## src/embd_pkg.sv

```systemverilog
// Purpose: Shared constants and types for the external memory bank decoder
// Assumes: Word addresses are normal-word (32-bit) addresses
// Notes: Window bounds, timing defaults and request carriers live here
package embd_pkg;

    // ----------------------------------------------------------------
    // Address windows
    // ----------------------------------------------------------------
    localparam int ADDR_W = 32;
    localparam logic [31:0] ASYNC_B0_LO = 32'h0020_0000;
    localparam logic [31:0] ASYNC_B0_HI = 32'h007f_ffff;
    localparam logic [31:0] ASYNC_B1_LO = 32'h0400_0000;
    localparam logic [31:0] ASYNC_B2_LO = 32'h0800_0000;
    localparam logic [31:0] ASYNC_B3_LO = 32'h0c00_0000;
    localparam logic [31:0] ASYNC_BN_SPAN = 32'h007f_ffff;
    localparam logic [31:0] SYNC_B0_LO = 32'h0020_0000;
    localparam logic [31:0] SYNC_B0_HI = 32'h03ff_ffff;
    localparam logic [31:0] SYNC_BN_SPAN = 32'h03ff_ffff;
    localparam logic [31:0] FETCH_NW_LO = 32'h0020_0000;
    localparam logic [31:0] FETCH_NW_HI = 32'h005f_ffff;
    localparam logic [31:0] FETCH_SW_LO = 32'h0060_0000;
    localparam logic [31:0] FETCH_SW_HI = 32'h00ff_ffff;

    // ----------------------------------------------------------------
    // Capacity and timing fields
    // ----------------------------------------------------------------
    localparam int CAP_W = 3;
    localparam logic [2:0] CAP_MIN_4MB = 3'h0;
    localparam logic [2:0] CAP_MAX_256MB = 3'h6;
    localparam int TIM_W = 4;
    localparam logic [3:0] TIM_RESET = 4'h1;
    localparam int NBANK = 4;
    localparam int DATA_W = 64;

    // Request carried from each initiator
    typedef struct packed {
        logic valid;
        logic write;
        logic fetch;
        logic short_word;
        logic [31:0] addr;
        logic [63:0] wdata;
    } embd_req_t;

    // Per-bank configuration from the surrounding control logic
    typedef struct packed {
        logic is_sync;
        logic [2:0] capacity;
        logic [3:0] timing;
    } embd_bank_cfg_t;

    typedef enum logic [1:0] {
        EMBD_SRC_NONE,
        EMBD_SRC_CORE,
        EMBD_SRC_DMA
    } embd_src_t;

endpackage

```

## src/embd_decoder.sv

```systemverilog
// Purpose: Maps core and DMA requests onto four external memory banks
// Assumes: Single clock, synchronous reset, inputs synchronous to i_clk
// Notes: One access at a time; a started access runs for its bank timing
`timescale 1ns/100ps
module embd_decoder
    import embd_pkg::*;
(
    input wire logic i_clk,
    input wire logic i_srst,
    input wire embd_req_t i_core_req,
    input wire embd_req_t i_dma_req,
    input wire embd_bank_cfg_t [NBANK-1:0] i_bank_cfg,
    input wire logic i_paired_mode,
    output logic o_core_ack,
    output logic o_dma_ack,
    output logic o_core_err,
    output logic o_dma_err,
    output logic [NBANK-1:0] o_bank_sel_n,
    output logic o_sync_cycle,
    output logic o_async_cycle,
    output logic o_write,
    output logic [ADDR_W-1:0] o_addr,
    output logic [DATA_W-1:0] o_data,
    output logic [7:0] o_byte_en,
    output logic o_busy
);

    // ----------------------------------------------------------------
    // Arbitration
    // ----------------------------------------------------------------
    logic busy_r;
    logic last_dma_r;
    logic [3:0] wait_r;
    embd_src_t owner_r;
    embd_src_t grant;
    embd_req_t sel_req;

    // Round robin so neither initiator can starve the other
    always_comb begin
        grant = EMBD_SRC_NONE;
        if (i_core_req.valid && i_dma_req.valid) begin
            grant = last_dma_r ? EMBD_SRC_CORE : EMBD_SRC_DMA;
        end else if (i_core_req.valid) begin
            grant = EMBD_SRC_CORE;
        end else if (i_dma_req.valid) begin
            grant = EMBD_SRC_DMA;
        end
        sel_req = (grant == EMBD_SRC_DMA) ? i_dma_req : i_core_req;
    end

    // ----------------------------------------------------------------
    // Window decode
    // ----------------------------------------------------------------
    logic [NBANK-1:0] hit;
    logic [31:0] a;
    logic fetch_ok;
    logic any_hit;
    logic [2:0] cap_limit;

    assign a = sel_req.addr;

    // Per-bank window, choosing sync or async bounds by bank type
    genvar g;
    generate
        for (g = 0; g < NBANK; g++) begin : g_bank
            logic [31:0] lo;
            logic [31:0] hi;
            logic [31:0] cap_hi;
            always_comb begin
                cap_hi = 32'h0;
                if (g == 0) begin
                    lo = i_bank_cfg[g].is_sync ? SYNC_B0_LO
                        : ASYNC_B0_LO;
                    hi = i_bank_cfg[g].is_sync ? SYNC_B0_HI
                        : ASYNC_B0_HI;
                end else begin
                    lo = (g == 1) ? ASYNC_B1_LO
                        : (g == 2) ? ASYNC_B2_LO : ASYNC_B3_LO;
                    hi = lo + (i_bank_cfg[g].is_sync ? SYNC_BN_SPAN
                        : ASYNC_BN_SPAN);
                end
                // Sync banks 1 to 3 also bounded by fitted capacity in words
                cap_hi = lo + ((32'h0010_0000 << cap_limit) - 32'h1);
                if (i_bank_cfg[g].is_sync && g != 0 && cap_hi < hi) begin
                    hi = cap_hi;
                end
            end
            assign hit[g] = (a >= lo) && (a <= hi);
        end
    endgenerate

    // Capacity field clamped to the legal 4 to 256 Mbyte span
    always_comb begin
        cap_limit = 3'h0;
        if (grant != EMBD_SRC_NONE) begin
            cap_limit = i_bank_cfg[0].capacity;
        end
        for (int i = 0; i < NBANK; i++) begin
            if (hit_raw_bank(i)) begin
                cap_limit = i_bank_cfg[i].capacity;
            end
        end
        if (cap_limit > CAP_MAX_256MB) begin
            cap_limit = CAP_MAX_256MB;
        end
        if (cap_limit < CAP_MIN_4MB) begin
            cap_limit = CAP_MIN_4MB;
        end
    end

    // Coarse bank index from the top address bits, no window check
    function automatic logic hit_raw_bank(input int idx);
        hit_raw_bank = (a[27:26] == idx[1:0]) && (a[31:28] == 4'h0);
    endfunction

    // Code only from bank 0, inside its fetch range for the format
    always_comb begin
        fetch_ok = 1'b1;
        if (sel_req.fetch) begin
            if (sel_req.short_word) begin
                fetch_ok = hit[0] && (a >= FETCH_SW_LO)
                    && (a <= FETCH_SW_HI);
            end else begin
                fetch_ok = hit[0] && (a >= FETCH_NW_LO)
                    && (a <= FETCH_NW_HI);
            end
        end
    end

    assign any_hit = (|hit) && fetch_ok;

    // ----------------------------------------------------------------
    // Access sequencing
    // ----------------------------------------------------------------
    logic [1:0] bank_idx;
    logic start;

    always_comb begin
        bank_idx = 2'h0;
        for (int i = 0; i < NBANK; i++) begin
            if (hit[i]) begin
                bank_idx = i[1:0];
            end
        end
    end

    // No take while an error pulse stands: the refused initiator has not
    // yet seen it, so its request is still up and would be taken twice
    assign start = !busy_r && (grant != EMBD_SRC_NONE)
        && !o_core_err && !o_dma_err;

    // Busy and wait count; each bank keeps its own timing value
    always_ff @(posedge i_clk) begin
        if (i_srst) begin
            busy_r <= 1'b0;
            wait_r <= 4'h0;
            owner_r <= EMBD_SRC_NONE;
        end else if (start && any_hit) begin
            busy_r <= 1'b1;
            wait_r <= i_bank_cfg[bank_idx].timing;
            owner_r <= grant;
        end else if (busy_r) begin
            if (wait_r == 4'h0) begin
                busy_r <= 1'b0;
                owner_r <= EMBD_SRC_NONE;
            end else begin
                wait_r <= wait_r - 4'h1;
            end
        end
    end

    // Fairness memory for the round robin
    always_ff @(posedge i_clk) begin
        if (i_srst) begin
            last_dma_r <= 1'b0;
        end else if (start) begin
            last_dma_r <= (grant == EMBD_SRC_DMA);
        end
    end

    // ----------------------------------------------------------------
    // Pin side outputs
    // ----------------------------------------------------------------
    // Select lines are active low, one per bank
    always_ff @(posedge i_clk) begin
        if (i_srst) begin
            o_bank_sel_n <= 4'hf;
            o_sync_cycle <= 1'b0;
            o_async_cycle <= 1'b0;
            o_write <= 1'b0;
            o_addr <= 32'h0;
            o_data <= 64'h0;
            o_byte_en <= 8'h0;
        end else if (start && any_hit) begin
            o_bank_sel_n <= ~(4'h1 << bank_idx);
            o_sync_cycle <= i_bank_cfg[bank_idx].is_sync;
            o_async_cycle <= !i_bank_cfg[bank_idx].is_sync;
            o_write <= sel_req.write;
            o_addr <= a;
            o_data <= sel_req.wdata;
            // Paired mode only widens sync transfers to 64 bits
            o_byte_en <= (i_paired_mode && i_bank_cfg[bank_idx].is_sync)
                ? 8'hff : 8'h0f;
        end else if (busy_r && wait_r == 4'h0) begin
            o_bank_sel_n <= 4'hf;
            o_sync_cycle <= 1'b0;
            o_async_cycle <= 1'b0;
            o_write <= 1'b0;
            o_byte_en <= 8'h0;
        end
    end

    // Acks pulse when the access ends; unmapped requests error at once
    always_ff @(posedge i_clk) begin
        if (i_srst) begin
            o_core_ack <= 1'b0;
            o_dma_ack <= 1'b0;
            o_core_err <= 1'b0;
            o_dma_err <= 1'b0;
        end else begin
            o_core_ack <= busy_r && wait_r == 4'h0
                && owner_r == EMBD_SRC_CORE;
            o_dma_ack <= busy_r && wait_r == 4'h0
                && owner_r == EMBD_SRC_DMA;
            o_core_err <= start && !any_hit
                && grant == EMBD_SRC_CORE;
            o_dma_err <= start && !any_hit
                && grant == EMBD_SRC_DMA;
        end
    end

    // Mirror of the busy state for the initiators
    always_ff @(posedge i_clk) begin
        if (i_srst) begin
            o_busy <= 1'b0;
        end else begin
            o_busy <= (start && any_hit) || (busy_r && wait_r != 4'h0);
        end
    end

endmodule

```

## config.mk

```make
export PLATFORM = sky130hd
export DESIGN_NAME = embd_decoder
export DESIGN_NICKNAME = d
export VERILOG_FILES = /design/src/embd_pkg.sv /design/src/embd_decoder.sv
export SDC_FILE = /design/constraint.sdc
export NUM_CORES = 1
export LEC_CHECK = 0
export BUFFER_PORTS_ARGS = -buffer_cell sky130_fd_sc_hd__clkbuf_2
export CORE_AREA = 2 2 135 137
export CTS_BUF_LIST = sky130_fd_sc_hd__clkbuf_8
export DETAILED_ROUTE_END_ITERATION = 7
export DIE_AREA = 0 0 137 139
export GPL_ROUTABILITY_DRIVEN = 1
export GPL_TIMING_DRIVEN = 0
export PLACE_DENSITY = 0.72
export SYNTH_ARGS = -nofsm -noshare
export SYNTH_HDL_FRONTEND = slang
export SYNTH_SLANG_ARGS = --single-unit
```

## constraint.sdc

```tcl
create_clock -name i_clk -period 9.9 [get_ports i_clk]
set_input_delay 1.485 -clock i_clk [delete_from_list [all_inputs] [get_ports i_clk]]
set_output_delay 1.485 -clock i_clk [all_outputs]
set_load 0.02 [all_outputs]
```

==> reports/qor.csv <==
stage,metric,value,unit
outcome,outcome,finished clean,
run,cap_violations,0,
place,place_hpwl,22.4,mm
timing,fin_crit_sh,0.793,
timing,hold_viol,0,
timing,rsz0062_at_grt,false,
grt,track_usage,0.281,
min_path,hold_path_depth,1,
synthesis,synth_compound_area_frac,0.220,
routing,route.detailed.wl_per_inst,18.2,µm
routing,drt_wl_total,28.0,mm
cells_and_area,syn_to_final_growth,36.3,%
cells_and_area,drive_gt1_frac,0.324,
clocking,clk_root_buffer_cell,clkbuf_8,
clocking,cts_buffers,17,
timing,min_period,7.85,ns
synthesis,async_flop_share,0,
clocking,cts_sinks,117,
floorplanning,num_io_pins,351,
cells_and_area,multiInputGateArea,0.00439,mm²
synthesis,syn_inst,905,
clocking,post_cts_buffers,0,
synthesis,synth.area.top_cells,"dfxtp_1, nand2_1, a311oi_1",
synthesis,synth.avg_cell_area,7.79,µm²
place,portBuffers,348,
worst_setup_path,cp-end-kind,flip-flop,
synthesis,yosysTopAreaCell,dfxtp_1,
synthesis,synth.top_cell.area_share,0.332,
timing,worst_slew_pin_slew,0.700,ns
floorplanning,die_y,139,µm
synthesis,yosys_register_bits,117,
cells_and_area,final_nets,1592,
synthesis,synth-edff-count,0,
timing,maxSlewViolCount,0,
synthesis,synthFlopType,dfxtp_1,
worst_setup_path,crit_arrival,8.18,ns
worst_setup_path,ff2ff_setup_slack,2.90,ns
routing,drt-initial-drc-count,476,
synthesis,ys_types,57,
power,vdd_drop_max,0.000124,V
cells_and_area,fill_cells,1712,
timing,fin_skew,0.0153,ns
floorplanning,initial_core_util,0.399,
clocking,postCtsResizedCells,0,
timing,setup_viol,0,
routing,viasPerCell,5.43,
power,p_leak,0.00475,µW
grt,grt_start_max_net_pins,17,
clocking,cts_tree,done,
synthesis,synthSimpleGateAreaFrac,0.246,
synthesis,synth_most_common_cell,nand2_1,
synthesis,muxShareOfSynthArea,0.0335,
worst_setup_path,cp.required,10.23,ns
grt,grt_pass1_wl,41.2,mm
floorplanning,die_area,0.0190,mm²
grt,first_global_vias,7684,
power,power,1650,µW
worst_setup_path,reg2reg_depth,24,
synthesis,ys.warnings.count,0,
floorplanning,core_area,0.0177,mm²
cells_and_area,regArea,0.00234,mm²
routing,drt_pre_antenna_iters,5,
routing,via_count,8360,
worst_setup_path,crit_type,input pin to flip-flop,
synthesis,synth_fa_ha_area_frac,0.103,
clocking,htreeDepth,4,
timing,setup-tns-final,0,ns
synthesis,syn_area,0.00705,mm²
floorplanning,core.rowCount,49,
place,place.gp.congestion,0.892,
clocking,cts_hold_buf,0,
synthesis,synth_top_cells_by_count,"nand2_1, nor2_1, dfxtp_1",
synthesis,synth_top_family_by_area,simple AND/OR/NAND/NOR gates,
clocking,clockBufferDepth,2,
cells_and_area,diodes,0,
min_path,hold_class,flip-flop to flip-flop,
worst_setup_path,start_kind,input pin,
worst_setup_path,cp_max_fo,10,
clocking,clk_pin_slew,0.08,ns
clocking,clkLatencyLatePin,0.44,ns
routing,drcViolationCount,0,
power,powerDensity,172,mW/mm²
timing,relSlewSlack,0.533,
grt,antenna_found_initial,0,
floorplanning,die_w,137,µm
synthesis,synth_seq_area_share,0.332,
timing,fmax,127,MHz
grt,grt_overflow,0,
synthesis,synth_xor_area_frac,0.00373,
routing,final_antenna_net_count,0,
==> path summary, 6_finish.rpt <==
kind,start,endpoint
max,i_dma_req[99],o_data[41]
min,owner_r[0],o_dma_ack
max reg2reg,last_dma_r,o_data[41]
min reg2reg,owner_r[0],o_dma_ack
==> area by class of cell <==
type / instances / share of cell area
Buffer: 66 / 0.0348
Tap cell: 229 / 0.0298
Multi-Input combinational cell: 726 / 0.457
Inverter: 23 / 0.00899
Timing Repair Buffer: 348 / 0.181
Sequential cell: 117 / 0.244
Clock buffer: 17 / 0.0244
Clock inverter: 15 / 0.0201
==> layer usage <==
metal,share of wire,up-vias,global-route usage
li1,-,4028,-
met1,0.40,3915,0.350
met2,0.48,362,0.470
met3,0.084,55,0.0680
met4,0.031,0,0.0971
met5,0,-,0
==> placed cells by master (no fill, tap or decap), types with 5 or more instances in the layout <==
| cell type | synthesis | layout |
|---|---|---|
| a21o_1 | 7 | 7 |
| nor3_1 | 12 | 12 |
| nor2b_1 | 7 | 7 |
| nor2_1 | 125 | 125 |
| clkbuf_2 | 0 | 348 |
| nand2b_1 | 7 | 7 |
| clkbuf_1 | 30 | 30 |
| buf_2 | 24 | 24 |
| a21oi_1 | 30 | 30 |
| o21a_1 | 6 | 6 |
| inv_1 | 23 | 24 |
| o21ai_0 | 19 | 19 |
| buf_4 | 7 | 7 |
| nand3_1 | 14 | 14 |
| nand2_1 | 208 | 208 |
| nand4_1 | 20 | 20 |
| o22ai_1 | 6 | 6 |
| dfxtp_1 | 117 | 117 |
| mux2i_1 | 13 | 13 |
| a211oi_1 | 13 | 13 |
| inv_6 | 0 | 5 |
| a311oi_1 | 88 | 88 |
| clkbuf_8 | 0 | 17 |
| conb_1 | 2 | 29 |
| ha_1 | 58 | 58 |
==> flip-flops by register name (all words and copies together), names as in the netlist <==
| register | flops |
|---|---|
| busy_r | 1 |
| last_dma_r | 1 |
| o_addr | 32 |
| o_async_cycle | 1 |
| o_bank_sel_n | 4 |
| o_byte_en | 2 |
| o_core_ack | 1 |
| o_core_err | 1 |
| o_data | 64 |
| o_dma_ack | 1 |
| o_dma_err | 1 |
| o_sync_cycle | 1 |
| o_write | 1 |
| owner_r | 2 |
| wait_r | 4 |
==> cell families (layout without fill, tap and decap cells) <==
kind of cell	Yosys count	in the layout
muxes	21	21
AOI/OAI and AO/OA	203	203
other	2	29
buffers and inverters	89	469
adders and majority gates	58	58
DFF	117	117
and+or+nand+nor	412	412
xor gates and xnor gates	3	3
==> critical path, cell delays in order <==
cell and delay, ns:
clkbuf_2 0.13, a21boi_4 0.31, buf_6 0.24, mux2i_2 0.42, inv_1 0.21, a2111oi_0 0.44, o22ai_1 0.31, nor2_1 0.42
ha_1 0.33, a21o_1 0.18, a2111oi_0 0.55, o21ai_0 0.39, a21o_1 0.26, nand2_1 0.08, ha_1 0.24, a21oi_1 0.14
o21ai_0 0.09, a211oi_1 0.31, a211o_1 0.18, a222oi_1 0.15, a211oi_2 0.31, buf_2 0.33, buf_2 0.29, nor2_1 0.07
a311oi_1 0.28
==> power breakdown <==
part / internal (µW) / leakage (µW) / switching (µW)
clock network: 256 / 0.000213 / 228
logic: 215 / 0.00357 / 372
registers: 538 / 0.000965 / 41.6
total: 1010 / 0.00475 / 642
==> stage by stage <==
stage | cell area [µm²] | cells | hold WS, ns | worst slack (ns) | util
after floorplan | 7150 | 932 | 0.415 | 3.08 | -
after detailed placement | 9180 | 1509 | 0.431 | 1.74 | 0.520
after global placement | 9180 | 1509 | 0.431 | 1.82 | 0.520
after global routing | 9610 | 1541 | 0.455 | 1.24 | 0.544
final | 9610 | 1541 | 0.447 | 2.05 | 0.544
after CTS | 9610 | 1541 | 0.438 | 2.13 | 0.544
Power figures use the tool's default switching activity.
